`src/shared/sdcd_pkg.sv`:
```
// constants and types for the sdram command decoder
package sdcd_pkg;
   typedef enum logic [4:0] {
      SDCD_DES  = 5'h00,
      SDCD_NOP  = 5'h01,
      SDCD_MRS  = 5'h02,
      SDCD_REF  = 5'h03,
      SDCD_SRE  = 5'h04,
      SDCD_SRX  = 5'h05,
      SDCD_PRE  = 5'h06,
      SDCD_PREA = 5'h07,
      SDCD_RFU  = 5'h08,
      SDCD_ACT  = 5'h09,
      SDCD_WR   = 5'h0a,
      SDCD_RD   = 5'h0b,
      SDCD_PDE  = 5'h0c,
      SDCD_PDX  = 5'h0d,
      SDCD_ZQCL = 5'h0e,
      SDCD_ZQCS = 5'h0f,
      SDCD_ILL  = 5'h10
   } sdcd_cmd_t;

   typedef enum logic [1:0] {
      SDCD_ST_IDLE = 2'h0,
      SDCD_ST_PD   = 2'h1,
      SDCD_ST_SR   = 2'h2
   } sdcd_state_t;

   localparam logic [2:0] SDCD_MR6_SEL     = 3'h6;
   localparam int         SDCD_MR6_EN_BIT  = 7;
   localparam int         SDCD_MR6_RNG_BIT = 6;
   localparam int         SDCD_VAL_W       = 6;
   localparam int         SDCD_AP_BIT      = 10;
   localparam int         SDCD_BC_BIT      = 12;
   localparam int         SDCD_RATE_LSB    = 10;
   localparam logic [2:0] SDCD_RATE_RST    = 3'h0;
   localparam logic [7:0] SDCD_MR6_RST     = 8'h00;
   localparam logic [5:0] SDCD_VAL_MAX     = 6'h31; // fifty settings
   localparam logic [3:0] SDCD_BURST_BL8   = 4'h4;  // clocks of bl8
   localparam logic [3:0] SDCD_BURST_BC4   = 4'h2;  // clocks of bc4
   // range bases and step in hundredths of a percent of supply
   localparam int         SDCD_RANGE1_BASE = 6000;
   localparam int         SDCD_RANGE2_BASE = 4500;
   localparam int         SDCD_STEP        = 65;
endpackage

```
`src/verilog/sdcd_decoder.sv`:
```
// command decoder of the sdram device
`timescale 1ns/10ps
module sdcd_decoder
   import sdcd_pkg::*;
(
   // clock, enable and reset
   input  wire logic        SYS_CLK,
   input  wire logic        CLK_EN,
   input  wire logic        RST,
   input  wire logic        RESET_N,
   // command pins
   input  wire logic        CKE,
   input  wire logic        CS_N,
   input  wire logic        ACT_N,
   input  wire logic        RAS_N_A16,
   input  wire logic        CAS_N_A15,
   input  wire logic        WE_N_A14,
   input  wire logic [1:0]  BG,
   input  wire logic [1:0]  BA,
   input  wire logic [17:0] ADDR,
   input  wire logic        ODT,
   // mode settings
   input  wire logic        OTF_BURST_EN,
   input  wire logic        BC4_FIXED,
   // decoded command
   output logic [4:0]       CMD,
   output logic             CMD_VALID,
   output logic [1:0]       CMD_BG,
   output logic [1:0]       CMD_BA,
   output logic [16:0]      ROW_ADDR,
   output logic             AUTO_PRE,
   output logic             CHOP4,
   output logic             BURST_BUSY,
   // power state
   output logic             POWER_DOWN,
   output logic             SELF_REFRESH,
   output logic             REFRESH_REQ,
   output logic             ODT_ACTIVE,
   // mode register six view
   output logic [2:0]       DATA_RATE,
   output logic             CAL_ENABLE,
   output logic             CAL_RANGE,
   output logic [5:0]       CAL_VALUE,
   output logic [13:0]      REF_LEVEL_BP,
   // reference level monitor on dq[3:0]
   output logic [3:0]       DQ_OUT,
   output logic [3:0]       DQ_OE
);

   logic             cke_q;
   logic             rst_any;
   sdcd_cmd_t        cmd_d;
   sdcd_cmd_t        cmd_q;
   sdcd_state_t      st_q;
   logic [7:0]       mr6_q;
   logic [2:0]       rate_q;
   logic [3:0]       burst_q;
   logic             chop_d;
   logic [1:0]       bg_q;
   logic [1:0]       ba_q;
   logic [16:0]      row_q;
   logic             ap_q;
   logic             chop_q;
   logic             valid_q;
   logic             ref_q;
   logic             odt_q;
   logic [13:0]      lvl_q;

   // active low pin reset joins the synchronous reset
   assign rst_any = RST | ~RESET_N;

   // previous cke level for entry and exit decode
   always_ff @(posedge SYS_CLK)
   begin
      if (rst_any)
         cke_q <= 1'b1;
      else if (CLK_EN)
         cke_q <= CKE;
   end

   // decode of the command pins at the rising edge
   always_comb
   begin
      cmd_d = SDCD_ILL;
      if (CS_N)
      begin
         if (cke_q && !CKE)
            cmd_d = SDCD_PDE;
         else if (!cke_q && CKE)
            cmd_d = (st_q == SDCD_ST_SR) ? SDCD_SRX : SDCD_PDX;
         else
            cmd_d = SDCD_DES;
      end
      else if (!ACT_N)
         cmd_d = (cke_q && CKE) ? SDCD_ACT : SDCD_ILL;
      else
      begin
         unique case ({RAS_N_A16, CAS_N_A15, WE_N_A14})
            3'h0: cmd_d = (cke_q && CKE) ? SDCD_MRS : SDCD_ILL;
            3'h1:
            begin
               if (cke_q && CKE)
                  cmd_d = SDCD_REF;
               else if (cke_q)
                  cmd_d = SDCD_SRE;
               else
                  cmd_d = SDCD_ILL;
            end
            3'h2: cmd_d = ADDR[SDCD_AP_BIT] ? SDCD_PREA : SDCD_PRE;
            3'h3: cmd_d = SDCD_RFU;
            3'h4: cmd_d = SDCD_WR;
            3'h5: cmd_d = SDCD_RD;
            3'h6: cmd_d = ADDR[SDCD_AP_BIT] ? SDCD_ZQCL : SDCD_ZQCS;
            3'h7: cmd_d = SDCD_NOP;
         endcase
         if (!(cke_q && CKE) && cmd_d != SDCD_SRE)
            cmd_d = SDCD_ILL;
      end
   end

   // chop selection, otf via a12 else the fixed mode
   assign chop_d = OTF_BURST_EN ? ~ADDR[SDCD_BC_BIT] : BC4_FIXED;

   // registered command and its address fields
   always_ff @(posedge SYS_CLK)
   begin
      if (rst_any)
      begin
         cmd_q   <= SDCD_DES;
         valid_q <= 1'b0;
         bg_q    <= 2'h0;
         ba_q    <= 2'h0;
         row_q   <= 17'h00000;
         ap_q    <= 1'b0;
         chop_q  <= 1'b0;
      end
      else if (CLK_EN)
      begin
         cmd_q   <= cmd_d;
         valid_q <= !CS_N;
         if (!CS_N)
         begin
            bg_q   <= BG;
            ba_q   <= BA;
            row_q  <= {RAS_N_A16, CAS_N_A15, WE_N_A14, ADDR[13:0]};
            ap_q   <= ADDR[SDCD_AP_BIT];
            chop_q <= chop_d;
         end
      end
   end

   // burst counter, never cut short by later commands
   always_ff @(posedge SYS_CLK)
   begin
      if (rst_any)
         burst_q <= 4'h0;
      else if (CLK_EN)
      begin
         if (burst_q != 4'h0)
            burst_q <= burst_q - 4'h1;
         else if (cmd_d == SDCD_WR || cmd_d == SDCD_RD)
            burst_q <= chop_d ? SDCD_BURST_BC4 : SDCD_BURST_BL8;
      end
   end

   // power state machine
   always_ff @(posedge SYS_CLK)
   begin
      if (rst_any)
         st_q <= SDCD_ST_IDLE;
      else if (CLK_EN)
      begin
         unique case (st_q)
            SDCD_ST_IDLE:
            begin
               if (cmd_d == SDCD_SRE)
                  st_q <= SDCD_ST_SR;
               else if (cmd_d == SDCD_PDE)
                  st_q <= SDCD_ST_PD;
            end
            SDCD_ST_PD:
               if (cmd_d == SDCD_PDX)
                  st_q <= SDCD_ST_IDLE;
            SDCD_ST_SR:
               if (cmd_d == SDCD_SRX)
                  st_q <= SDCD_ST_IDLE;
            default:
               st_q <= SDCD_ST_IDLE;
         endcase
      end
   end

   // refresh pulse, suppressed while powered down
   always_ff @(posedge SYS_CLK)
   begin
      if (rst_any)
         ref_q <= 1'b0;
      else if (CLK_EN)
         ref_q <= (cmd_d == SDCD_REF) && (st_q != SDCD_ST_PD);
   end

   // odt status only, never part of the decode
   always_ff @(posedge SYS_CLK)
   begin
      if (rst_any)
         odt_q <= 1'b0;
      else if (CLK_EN)
         odt_q <= ODT && (st_q != SDCD_ST_SR);
   end

   // sixth mode register write
   always_ff @(posedge SYS_CLK)
   begin
      if (rst_any)
      begin
         mr6_q  <= SDCD_MR6_RST;
         rate_q <= SDCD_RATE_RST;
      end
      else if (CLK_EN && cmd_d == SDCD_MRS && {BG, BA[1]} == SDCD_MR6_SEL)
      begin
         mr6_q  <= ADDR[7:0];
         rate_q <= ADDR[SDCD_RATE_LSB +: 3];
      end
   end

   // reference level in hundredths of percent, value clamped
   always_ff @(posedge SYS_CLK)
   begin
      if (rst_any)
         lvl_q <= 14'h0000;
      else if (CLK_EN)
         lvl_q <= 14'((mr6_q[SDCD_MR6_RNG_BIT] ? SDCD_RANGE2_BASE
                  : SDCD_RANGE1_BASE) + SDCD_STEP *
                  int'((mr6_q[5:0] > SDCD_VAL_MAX) ? SDCD_VAL_MAX
                  : mr6_q[5:0]));
   end

   // outputs
   assign CMD          = cmd_q;
   assign CMD_VALID    = valid_q;
   assign CMD_BG       = bg_q;
   assign CMD_BA       = ba_q;
   assign ROW_ADDR     = row_q;
   assign AUTO_PRE     = ap_q;
   assign CHOP4        = chop_q;
   assign BURST_BUSY   = (burst_q != 4'h0);
   assign POWER_DOWN   = (st_q == SDCD_ST_PD);
   assign SELF_REFRESH = (st_q == SDCD_ST_SR);
   assign REFRESH_REQ  = ref_q;
   assign ODT_ACTIVE   = odt_q;
   assign DATA_RATE    = rate_q;
   assign CAL_ENABLE   = mr6_q[SDCD_MR6_EN_BIT];
   assign CAL_RANGE    = mr6_q[SDCD_MR6_RNG_BIT];
   assign CAL_VALUE    = mr6_q[5:0];
   assign REF_LEVEL_BP = lvl_q;
   // monitor drives dq0 only while calibration runs
   assign DQ_OUT       = 4'h0;
   assign DQ_OE        = {3'h0, mr6_q[SDCD_MR6_EN_BIT]};

   // assertions
   a_mr6_write_takes: assert property (@(posedge SYS_CLK) disable iff (rst_any)
      CLK_EN && !CS_N && ACT_N && !RAS_N_A16 && !CAS_N_A15 && !WE_N_A14
      && cke_q && CKE && BG == 2'h3 && !BA[1]
      |=> CAL_VALUE == $past(ADDR[5:0]))
      else $error("mr6 write not stored");
   a_deselect_decode: assert property (@(posedge SYS_CLK) disable iff (rst_any)
      CLK_EN && CS_N && cke_q && CKE |=> CMD == SDCD_DES && !CMD_VALID)
      else $error("deselect not decoded");
   a_write_decode: assert property (@(posedge SYS_CLK) disable iff (rst_any)
      CLK_EN && !CS_N && ACT_N && RAS_N_A16 && !CAS_N_A15 && !WE_N_A14
      && cke_q && CKE |=> CMD == SDCD_WR)
      else $error("write not decoded");
   a_read_decode: assert property (@(posedge SYS_CLK) disable iff (rst_any)
      CLK_EN && !CS_N && ACT_N && RAS_N_A16 && !CAS_N_A15 && WE_N_A14
      && cke_q && CKE |=> CMD == SDCD_RD && AUTO_PRE == $past(ADDR[10]))
      else $error("read not decoded");
   a_act_row_bits: assert property (@(posedge SYS_CLK) disable iff (rst_any)
      CLK_EN && !CS_N && !ACT_N && cke_q && CKE
      |=> CMD == SDCD_ACT && ROW_ADDR[16] == $past(RAS_N_A16))
      else $error("activate row bits wrong");
   a_burst_runs: assert property (@(posedge SYS_CLK) disable iff (rst_any)
      CLK_EN && burst_q != 4'h0 |=> burst_q == $past(burst_q) - 4'h1)
      else $error("burst cut short");
   a_chop_fixed: assert property (@(posedge SYS_CLK) disable iff (rst_any)
      CLK_EN && !CS_N && ACT_N && RAS_N_A16 && !CAS_N_A15 && cke_q && CKE
      && !OTF_BURST_EN |=> CHOP4 == $past(BC4_FIXED))
      else $error("fixed chop not taken");
   a_no_pd_refresh: assert property (@(posedge SYS_CLK) disable iff (rst_any)
      POWER_DOWN && CLK_EN |=> !REFRESH_REQ)
      else $error("refresh in power-down");
   a_odt_off_sr: assert property (@(posedge SYS_CLK) disable iff (rst_any)
      SELF_REFRESH && CLK_EN |=> !ODT_ACTIVE || !SELF_REFRESH)
      else $error("odt active in self refresh");
   a_monitor_pin: assert property (@(posedge SYS_CLK) disable iff (rst_any)
      DQ_OE[0] == CAL_ENABLE && DQ_OE[3:1] == 3'h0)
      else $error("reference monitor pin wrong");
endmodule
```
`config.mk`:
```
export PLATFORM = sky130hd
export DESIGN_NAME = sdcd_decoder
export DESIGN_NICKNAME = d
export VERILOG_FILES = /design/src/shared/sdcd_pkg.sv /design/src/verilog/sdcd_decoder.sv
export SDC_FILE = /design/constraint.sdc
export NUM_CORES = 1
export LEC_CHECK = 0
export BUFFER_PORTS_ARGS = -buffer_cell sky130_fd_sc_hd__buf_2
export CAP_MARGIN = 20
export CORE_MARGIN = 2
export CORE_UTILIZATION = 25
export DETAILED_ROUTE_END_ITERATION = 16
export GPL_ROUTABILITY_DRIVEN = 0
export PLACE_DENSITY = 0.52
export SLEW_MARGIN = 20
export SYNTH_ARGS = -nofsm -noshare
export SYNTH_HDL_FRONTEND = slang
export SYNTH_SLANG_ARGS = --single-unit
```
`constraint.sdc`:
```
create_clock -name SYS_CLK -period 2.5 [get_ports SYS_CLK]
set_input_delay 0.25 -clock SYS_CLK [delete_from_list [all_inputs] [get_ports SYS_CLK]]
set_output_delay 0.25 -clock SYS_CLK [all_outputs]
set_load 0.01 [all_outputs]
```
-- Word level (Yosys, flattened, before mapping)
Cells that the tools add are included.
- bits in registers: 63
- input port bits: 35
- add/subtract/negate cells: 2
- multipliers: 1
- $lt $le $gt $ge: 1
- equal/unequal tests: 24
- multiplexer cells: 26
- bitwise operators: 4
- reductions and logical operators: 20
- operator list (kind ; count):
    $mux 5 ; 9
    $pmux 5 s8 ; 1
    $eq 5x4->1 const B ; 4
    $mux 4 ; 5
    $eq 3x3->1 const B ; 5
    $add 13x13->14 ; 1
    $mul 7x6->13 const A ; 1
    $mux 11 ; 1
    $eq 5x2->1 const B ; 2
    $eq 5x3->1 const B ; 2
    $logic_and 1x1->1 ; 8
    $mux 2 ; 4
    $eq 3x2->1 const B ; 2
    $gt 6x6->1 const B ; 1
    $mux 6 ; 1
    $ne 2x1->1 const B ; 3
    $pmux 2 s3 ; 1
    $ne 5x3->1 const B ; 1
    $logic_not 1->1 ; 4
    $reduce_and 2->1 ; 2
    $reduce_and 4->1 ; 1
    $reduce_bool 4->1 ; 1
    $sub 4x1->4 const B ; 1
    $eq 3x1->1 const B ; 1
    12 further kinds ; 16

-- Longest topological paths before layout
Gate-level depths: netlist of run 1.
- depth after elaboration: 14
- depth in mapped cells: 12

-- Worst setup path before layout of run 1
No wires, ideal clock.
- kind: reg2reg
- start point: register mr6_q[4]
- end point: register lvl_q[12], in the netlist REF_LEVEL_BP[12]
- data arrival time: 2.568 ns
- slack: -0.138 ns
- cell stages (with the launch flop): 11
- period minus slack after synthesis: 2.638 ns
- path through: dfxtp_1 nand2_1 o21bai_1 ha_1 ha_1 ha_1 and4b_1 o211ai_1 a21boi_0 a2111o_1 a21oi_1
- word-level cells in the longest chain between the ends: 4
- ends and longest elaborated chain (element ; RTL line ; text):
    start, declared ; sdcd_decoder.sv:55 ; logic [7:0] mr6_q;
    start signal, assigned ; sdcd_decoder.sv:221 ; mr6_q <= ADDR[7:0];
    $gt 6x6->1 ; sdcd_decoder.sv:234 ; int'((mr6_q[5:0] > SDCD_VAL_MAX) ? SDCD_VAL_MAX
    $mux 6 * ; sdcd_decoder.sv:234 ;
    $mul 7x6->13 * ; sdcd_decoder.sv:233 ; : SDCD_RANGE1_BASE) + SDCD_STEP *
    $add 13x13->14 * ; sdcd_decoder.sv:233 ;
    end signal, assigned ; sdcd_decoder.sv:232 ; lvl_q <= 14'((mr6_q[SDCD_MR6_RNG_BIT] ? SDCD_RANGE2_BASE
    end, declared ; sdcd_decoder.sv:67 ; logic [13:0] lvl_q;
Mark *: on every way between the ends. The rest lies on a longest branch, timed or not.
A chain may end at the register's enable or synchronous reset.

-- Worst setup path after layout of run 1
- start point: register mr6_q[1]
- end point: register lvl_q[12], in the netlist REF_LEVEL_BP[12]
Same word-level chain as after synthesis.

==> results of run 1 <==
## metal layers
| layer | vias up | share of wire, % |
|---|---|---|
| met5 | - | 0 |
| met4 | 0 | 2.1 |
| met3 | 12 | 4.0 |
| met2 | 64 | 46 |
| met1 | 1394 | 48 |
| li1 | 1524 | - |
## layout make-up
| cell class | count | area, sq um |
|---|---|---|
| multi-input combinational | 269 | 1780 |
| fill | 1317 | 7780 |
| timing repair buffer | 129 | 747 |
| tap | 168 | 210 |
| sequential | 62 | 1250 |
| inverter | 20 | 75.1 |
| clock buffer | 11 | 243 |
| clock inverter | 5 | 25.0 |
## sequential cells by signal (all words and copies together), names as in the netlist
name	flops
DATA_RATE	3
st_q	2
cke_q	1
CMD_BG	2
REF_LEVEL_BP	14
REFRESH_REQ	1
ODT_ACTIVE	1
CMD_VALID	1
mr6_q	8
CMD	5
ROW_ADDR	17
burst_q	4
CHOP4	1
CMD_BA	2
## how the worst max path moves through the flow
stage | start | end | slack, ps | cells after the start
after floorplan | mr6_q[1] | REF_LEVEL_BP[12] | -5 | 10
after global placement | mr6_q[1] | REF_LEVEL_BP[12] | -130 | 10
after detailed placement | mr6_q[1] | REF_LEVEL_BP[12] | -180 | 10
after CTS | mr6_q[3] | REF_LEVEL_BP[10] | 7 | 12
after global routing | mr6_q[1] | REF_LEVEL_BP[12] | -90 | 10
final | mr6_q[1] | REF_LEVEL_BP[12] | 40 | 10
## cell usage after synthesis (all sizes together), types with 3 or more instances
master	count
dfxtp	62
nand2	60
a21oi	47
o21ai	23
inv	20
ha	19
nand3	19
nor2	18
clkbuf	17
buf	13
mux2i	7
nand2b	7
a211oi	6
xnor2	6
nor2b	4
o211ai	3
## where the power goes
group / switching (W) / internal [W]
Clock: 0.000445 / 0.000688
Combinational: 0.000137 / 0.0000813
Sequential: 0.0000110 / 0.00101
Total: 0.000593 / 0.00178
## worst max-delay path: stages (launching register included)
cell and delay [ps]:
dfxtp_2 330, nor3_4 230, o21bai_4 120, ha_4 290
ha_4 200, ha_4 210, and4b_1 220, o211ai_1 200
a21boi_2 80, a2111o_1 380, a21oi_2 120
## per-stage QoR
| stage | std cells | util, % | power (W) | hold slack (ps) | setup TNS (ps) |
|---|---|---|---|---|---|
| floorplan | 381 | - | 0.00117 | 380 | -5.47 |
| global placement | 635 | 32.0 | 0.00126 | 440 | -168 |
| detailed placement | 635 | 32.0 | 0.00126 | 446 | -283 |
| CTS | 665 | 35.4 | 0.00240 | 149 | 0 |
| global route | 664 | 35.8 | 0.00248 | 159 | -235 |
| finish | 664 | 35.8 | 0.00237 | 156 | 0 |
## cells in the final DEF, fill, tap and decap left out, types with 6 or more instances in the layout
cell       count
buf_2         90
nand2_1       58
dfxtp_1       57
a21oi_1       44
buf_4         38
o21ai_0       22
nand3_1       19
inv_1         18
nor2_1        17
ha_1          15
clkbuf_16      9
mux2i_1        7
conb_1         7
xnor2_1        6
## kinds of logic after synthesis
group / after synthesis / synth area share (%)
compound gates: 101 / 20.0
xor+xnor: 7 / 1.96
fa+ha+maj: 21 / 8.88
buf+inv: 50 / 7.24
flops: 62 / 39.7
mux: 7 / 2.24
other cells: 1 / 0.120
simple gates: 126 / 20.0
## timing repair
action	CTS	global route
buffers inserted	14	0
setup endpoints to repair	5	6
pin swaps	9	8
hold buffers	0	0
resized for setup	6	11
gates cloned	0	0
==> summary.md, run 1 <==
| Metric | Value |
|---|---|
| Slew Viols, Final | 0 |
| Startpoint types | flop |
| Worst EP arrival | 2710 ps |
| Tcrit/Tclk final | 98.4% |
| Met2 Use GR | 20.4% |
| H-tree levels | 3 |
| Antenna-violating nets left | 0 |
| #FFs+latches synth | 62 |
| WL per Instance | 13.3 microns |
| Synth area leaders | dfxtp_1, ha_1, a21oi_1 |
| Buffers on Ports | 90 |
| Synth warn | 0 |
| GRT Total Usage | 13.5% |
| Leak | 1.93 nW |
| Core ar. | 12100 sq um |
| WS Path Type | reg -> reg |
| Worst Max-Slew Pin Slew | 947 ps |
| Sequential share of the synthesized area | 39.7% |
| Iteration-0 DRC Markers | 64 |
| Ports | 102 |
| CP max FO | 3 |
| Final Hold Fails | 0 |
| Largest net degree at the start of global routing | 45 |
| Cell variety after synth | 57 |
| Yosys top cell area share | 39.7% |
| EDFF count, synth | 0 |
| Synth Instances | 375 |
| Global-route wire length before repair | 14100 microns |
| CTS tree | done |
| Relative slew margins | 36.9% |
| Ys flop type | dfxtp_1 |
| Antenna violations before repair | 0 |
| Root buf cell | clkbuf_16 |
| CTS clock-pin slew for the worst setup and hold paths | 60 ps |
| Final setup fails | 0 |
| DP Worst Slack | -178 ps |
| Syn Std Cell Area | 3130 sq um |
| Dominant cell type by area after synthesis | dfxtp_1 |
| Hold endpoint | ROW_ADDR[8] |
| Area grow syn2layout | 38.5% |
| Die width | 116 microns |
| Fin worst setup slack | 40.1 ps |
| Met3 usage | 2.82% |
| Die span in y | 116 microns |
| Total Wirelength | 8840 microns |
| RSZ-0062 raised after global routing | true |
| Area of placed instances | 3870 sq um |
| Worst Path Required | 2750 ps |
| Hold Startpoint | ADDR[8] |
| Rows | 40 |
| Clock skew | 5.46 ps |
| Vias/cell | 4.51 |
| Number of buffers created by CTS | 9 |
| Clk buf depth | 2 |
| FMAX | 407 MHz |
| Vias in the first global route | 2839 |
| Syn Area/Cell | 8.34 sq um |
| CTS sink cnt | 62 |
| Ys async rst share | 0% |
| # diodes | 0 |
| Crit end category | flop |
| Hold Crit Class | in -> reg |
| Max-cap violations | 0 |
| Peak VDD IR | 0.230 mV |
| Layout cell share with drive strength beyond 1 | 35.7% |
| Grt met1 use | 17.9% |
| Global route overflow | 0 |
| Reg-to-Reg End | REF_LEVEL_BP[12] |
| Hold Crit Depth | 3 |
| FF-to-FF path depth | 10 |
| Status | completed |
| Dpl hpwl | 6390 microns |
| Minimum clock period | 2460 ps |
| Reg-to-Reg Start | mr6_q[1] |
| GR peak layer | met2 |
| DRC Markers | 0 |
| Clock Latency Late Sink | 330 ps |
| Power Dens Cells | 547 nW/um^2 |
| Nets | 547 |
| R2R Setup Slk | 40 ps |
| Finished Cell Area | 4330 sq um |
| Via count | 2994 |
| Die area | 13400 sq um |
| Initial Utilization | 25.8% |
| Drt pass-1 iters | 5 |
Power figures use the tool's default switching activity.
==> inputs of run 2 (changes only) <==
--- a/config.mk
+++ b/config.mk
@@ -12,6 +12,7 @@
 export DETAILED_ROUTE_END_ITERATION = 16
 export GPL_ROUTABILITY_DRIVEN = 0
 export PLACE_DENSITY = 0.52
+export SETUP_SLACK_MARGIN = 0.2
 export SLEW_MARGIN = 20
 export SYNTH_ARGS = -nofsm -noshare
 export SYNTH_HDL_FRONTEND = slang
==> run 2 against run 1 <==
Compared with the run above:
- sequential share of layout area rose by 0.70 points
- sequential cell count did not move
- clock power rose by 12%
- via count fell by 2.3%
- non-clock buffer count fell by 19
==> summary.md, run 2 (synthesized netlist as in run 1, its figures left out) <==
| Metric | Value |
|---|---|
| Worst EP arrival | 2660 ps |
| Total Wirelength | 9000 microns |
| Number of buffers created by CTS | 9 |
| Vias in the first global route | 2805 |
| Iteration-0 DRC Markers | 112 |
| Largest net degree at the start of global routing | 33 |
| Worst Path Required | 2760 ps |
| Ports | 102 |
| FMAX | 417 MHz |
| Status | completed |
| Global-route wire length before repair | 14600 microns |
| Die span in y | 116 microns |
| Area grow syn2layout | 35.5% |
| DRC Markers | 0 |
| RSZ-0062 raised after global routing | true |
| Buffers on Ports | 90 |
| Finished Cell Area | 4240 sq um |
| Most frequent cells in the layout | buf_2, nand2_1, dfxtp_1 |
| CTS clock-pin slew for the worst setup and hold paths | 60 ps |
| WS Path Type | reg -> reg |
| Slew Viols, Final | 0 |
| Clk buf depth | 2 |
| Worst Max-Slew Pin Slew | 777 ps |
| # diodes | 0 |
| Final core utilization | 35.0% |
| Clock Latency Late Sink | 340 ps |
| Nets | 528 |
| Hold Startpoint | ADDR[8] |
| Area of placed instances | 3850 sq um |
| Antenna violations before repair | 0 |
| Tcrit/Tclk final | 95.8% |
| Drt pass-1 iters | 4 |
| Vias/cell | 4.54 |
| Clock skew | 6.34 ps |
| Final Hold Fails | 0 |
| Most common cell after layout, fill and taps aside | buf_2 |
| Antenna-violating nets left | 0 |
| Die area | 13400 sq um |
| Leak | 1.86 nW |
| Initial Utilization | 25.8% |
| R2R Setup Slk | 100 ps |
| WL per Instance | 14.0 microns |
| GRT Total Usage | 14.2% |
| Reg-to-Reg End | REF_LEVEL_BP[12] |
| Die width | 116 microns |
| Root buf cell | clkbuf_16 |
| Peak VDD IR | 0.362 mV |
| CTS tree | done |
| Hold Crit Depth | 3 |
| Filler Cell Count | 1332 |
| FF-to-FF path depth | 10 |
| Layout cell share with drive strength beyond 1 | 33.5% |
| Power Dens Cells | 591 nW/um^2 |
| Global route overflow | 0 |
| Startpoint types | flop |
| Rows | 40 |
| Dpl hpwl | 6530 microns |
| H-tree levels | 3 |
| Relative slew margins | 48.2% |
| CP max FO | 3 |
| Hold endpoint | ROW_ADDR[8] |
| Max-cap violations | 0 |
| Final setup fails | 0 |
| Largest register FFs | 17 |
| Hold Crit Class | in -> reg |
| Core ar. | 12100 sq um |
| Hold buffer count at CTS | 0 |
| CTS sink cnt | 62 |
| Via count | 2926 |
| Reg-to-Reg Start | mr6_q[1] |
| Minimum clock period | 2400 ps |
| Crit end category | flop |
run 2: cell types whose count changed in the layout (fill, tap and decap cells not counted), sizes merged:
cell | before | now
clkbuf | 11 | 12
clkinv | 5 | 2
buf | 129 | 110
clkinvlp | 0 | 1
bufinv | 0 | 1
run 2: layer usage:
| layer | up-vias | GRT usage [%] | routed length, microns |
|---|---|---|---|
| met4 | 0 | 4.60 | 126 |
| met2 | 75 | 21.8 | 4050 |
| met5 | - | 0 | 0 |
| li1 | 1485 | - | - |
| met3 | 12 | 5.28 | 610 |
| met1 | 1354 | 18.5 | 4220 |
run 2: worst max path at each step:
stage,from,end,slack [ps]
after detailed placement,mr6_q[4],REF_LEVEL_BP[9],40
after global routing,mr6_q[1],REF_LEVEL_BP[12],-40
after floorplan,mr6_q[5],REF_LEVEL_BP[11],150
final,mr6_q[1],REF_LEVEL_BP[12],100
after global placement,mr6_q[4],REF_LEVEL_BP[9],80
after CTS,mr6_q[4],REF_LEVEL_BP[11],120
run 2: cell type report:
type                    instances  area [sq um]  share of cell area, %
clock inverters                 4          47.5                   1.12
clock buffers                  12           246                   5.81
well taps                     168           210                   4.96
inverters                      20          75.1                   1.77
multi-input cells             269          1810                   42.6
repair buffers                110           601                   14.2
flip-flops and latches         62          1250                   29.5
run 2: critical path, cell delays in order (launching register included):
cell	delay [ps]
dfxtp_2	330
nor3_4	200
o21bai_4	90
ha_4	250
ha_4	260
ha_4	200
and4b_1	190
o211ai_1	220
a21boi_2	90
a2111o_1	370
a21oi_2	110
run 2: power by group:
part | internal (W) | leakage [nW] | switching [W]
Clock | 0.000796 | 0.143 | 0.000472
Sequential | 0.00101 | 0.506 | 0.0000109
Combinational | 0.0000807 | 1.21 | 0.000138
run 2: metrics by stage:
| stage | setup slack [ps] | setup TNS (ps) | instances | hold slack (ps) | total power [W] |
|---|---|---|---|---|---|
| 2_1_floorplan | 151 | 0 | 381 | 380 | 0.00117 |
| 3_3_place_gp | 83.8 | 0 | 624 | 440 | 0.00125 |
| 3_5_place_dp | 38.6 | 0 | 624 | 444 | 0.00126 |
| 4_1_cts | 117 | 0 | 644 | 136 | 0.00254 |
| 5_1_grt | -41.6 | -41.6 | 645 | 154 | 0.00261 |
| 6_report | 104 | 0 | 645 | 145 | 0.00250 |
run 2: repair_timing:
item	4_1_cts	5_1_grt
resized for setup	7	5
gates cloned	0	0
pin swaps	14	5
buffers inserted	4	1
setup endpoints to repair	5	17
==> inputs of run 3 (changes only) <==
--- a/config.mk
+++ b/config.mk
@@ -8,10 +8,10 @@
 export BUFFER_PORTS_ARGS = -buffer_cell sky130_fd_sc_hd__buf_2
 export CAP_MARGIN = 20
 export CORE_MARGIN = 2
-export CORE_UTILIZATION = 25
+export CORE_UTILIZATION = 36
 export DETAILED_ROUTE_END_ITERATION = 16
 export GPL_ROUTABILITY_DRIVEN = 0
-export PLACE_DENSITY = 0.52
+export PLACE_DENSITY = 0.67
 export SETUP_SLACK_MARGIN = 0.2
 export SLEW_MARGIN = 20
 export SYNTH_ARGS = -nofsm -noshare
==> run 3 against run 2 <==
Compared with the run above:
- first-iteration DRC count rose by 32%
- worst setup slack got worse by 22 ps
- sequential cell count did not move
- maximum frequency fell by 0.92%
- largest power group unchanged
- hold slack improved by 1.5 ps
- combinational power barely moved
==> summary.md, run 3 (synthesized netlist as in run 1, its figures left out) <==
| Metric | Value |
|---|---|
| Antenna violations before repair | 0 |
| Power Dens Cells | 571 nW/um^2 |
| Dpl hpwl | 5800 microns |
| WL per Instance | 14.1 microns |
| Total Wirelength | 8270 microns |
| Reg-to-Reg End | REF_LEVEL_BP[12] |
| Relative slew margins | 51.7% |
| Clock Latency Late Sink | 340 ps |
| Reg-to-Reg Start | mr6_q[2] |
| GRT Total Usage | 17.0% |
| Finished Cell Area | 4150 sq um |
| Worst Path Required | 2770 ps |
| Internal | 0.00183 W |
| Startpoint types | flop |
| Tcrit/Tclk final | 96.7% |
| Hold Startpoint | ADDR[9] |
| Crit path max-delay family | compound AO/OA/AOI/OAI gates |
| WS Path Type | reg -> reg |
| Global-route wire length before repair | 13200 microns |
| Nets | 529 |
| Peak VDD IR | 0.257 mV |
| Clk buf depth | 2 |
| Global route overflow | 0 |
| Critical path buffers and inverters | 0 |
| Buffers on Ports | 90 |
| CP max FO | 3 |
| Most frequent cells in the layout | buf_2, nand2_1, dfxtp_1 |
| H-tree levels | 3 |
| Critical Path, Cell by Cell | nor3_4, o21bai_4, ha_4, ha_4, ha_4, and4b_1, o211ai_1, a21boi_1, a2111o_1, a21oi_2 |
| FF-to-FF path depth | 10 |
| Via count | 2957 |
| Most common cell after layout, fill and taps aside | buf_2 |
| Largest register FFs | 17 |
| Status | completed |
| Net Sw Power | 0.000538 W |
| Hold buffer count at CTS | 0 |
| Clock share of power | 48.0% |
| Worst Max-Slew Pin Slew | 725 ps |
| Drt pass-1 iters | 5 |
| Die area | 9450 sq um |
| Initial Utilization | 36.4% |
| Switching Share | 22.7% |
| Worst EP arrival | 2680 ps |
| Antenna-violating nets left | 0 |
| Filler Cell Count | 872 |
| Register Area | 1250 sq um |
| Leak | 1.86 nW |
| Final Hold Fails | 0 |
| Total negative setup slack | 0 ps |
| Flop pwr share | 42.9% |
| Core ar. | 8590 sq um |
| Vias in the first global route | 2679 |
| CP startpoint | mr6_q[2] |
| CTS clock-pin slew for the worst setup and hold paths | 70 ps |
| CTS sink cnt | 62 |
| Hold Crit Depth | 3 |
| Worst path slowest cell | a2111o_1 |
| Crit end category | flop |
| Root buf cell | clkbuf_8 |
| Crit path largest cell delay | 380 ps |
| R2R Setup Slk | 80 ps |
| RSZ-0062 raised after global routing | true |
| Area grow syn2layout | 32.5% |
| Area of placed instances | 3760 sq um |
| Minimum clock period | 2420 ps |
| Area occupied by multi-input gates | 1820 sq um |
| Vias/cell | 5.05 |
| Iteration-0 DRC Markers | 148 |
| Slew Viols, Final | 0 |
| Most common cell on crit path | ha_4 |
| Power share of the combinational group | 9.1% |
| DP Worst Slack | 43.1 ps |
| Largest net degree at the start of global routing | 35 |
| Number of buffers created by CTS | 9 |
| FMAX | 414 MHz |
| Hold endpoint | ROW_ADDR[9] |
| Final Total Pwr | 0.00237 W |
| Ports | 102 |
| Final setup fails | 0 |
| # diodes | 0 |
| CTS tree | done |
| Layout cell share with drive strength beyond 1 | 33.9% |
| Fin worst setup slack | 81.9 ps |
| Hold Crit Class | in -> reg |
| Die span in y | 97.2 microns |
| Rows | 34 |
| Clock skew | 9.66 ps |
| Die width | 97.2 microns |
| DRC Markers | 0 |
| Max-cap violations | 0 |
## run 3: cell types whose count changed in the layout (fill, tap and decap cells not counted), sizes merged
cell	before	now
clkbuf	12	13
bufinv	1	3
clkinv	2	0
clkinvlp	1	0
and4b	2	3
## run 3: final cells by class
class,count,share of cell area (%)
multi-input cells,270,43.9
flip-flops and latches,62,30.3
repair buffers,110,14.5
clock buffers,13,4.07
well taps,108,3.26
clock inverters,3,2.17
inverters,20,1.81
## run 3: repair_timing
item / 4_1_cts / 5_1_grt
pin swaps: 13 / 7
cloned: 0 / 1
endpoints found under the hold margin: 0 / 0
setup buffers: 7 / 1
setup endpoints to repair: 5 / 17
resized for setup: 9 / 3
## run 3: how the worst max path moves through the flow
stage | cells past startpoint | slack [ps] | end
after floorplan | 12 | 150 | REF_LEVEL_BP[11]
after global placement | 12 | 100 | REF_LEVEL_BP[9]
after detailed placement | 10 | 40 | REF_LEVEL_BP[12]
after CTS | 10 | 80 | REF_LEVEL_BP[12]
after global routing | 10 | -10 | REF_LEVEL_BP[12]
final | 10 | 80 | REF_LEVEL_BP[12]
## run 3: worst min-delay path: stages
cell and delay [ps]:
buf_2 90, nand2_1 40, a21oi_1 50
## run 3: power by group through the flow
stage	clock network [W]	logic [W]	registers (W)
6_report	0.00114	0.000216	0.00101
5_1_grt	0.00120	0.000238	0.00102
4_1_cts	0.00116	0.000214	0.00101
3_5_place_dp	0	0.000213	0.00104
3_3_place_gp	0	0.000209	0.00104
2_1_floorplan	0	0.000122	0.00105
## run 3: per-stage QoR
step / hold WS (ps) / utilization (%) / cells
after floorplan: 380 / - / 381
after detailed placement: 444 / 43.7 / 561
after global placement: 441 / 43.7 / 561
after global routing: 154 / 48.2 / 586
after CTS: 131 / 47.9 / 584
final: 147 / 48.2 / 586
## run 3: layer usage
metal / wire length (microns) / part of all wire, % / vias to the layer above / GRT usage, %
li1: - / - / 1481 / -
met1: 3830 / 46 / 1378 / 23.7
met2: 3850 / 47 / 84 / 25.7
met3: 436 / 5.3 / 14 / 3.17
met4: 154 / 1.9 / 0 / 7.26
met5: 0 / 0 / - / 0
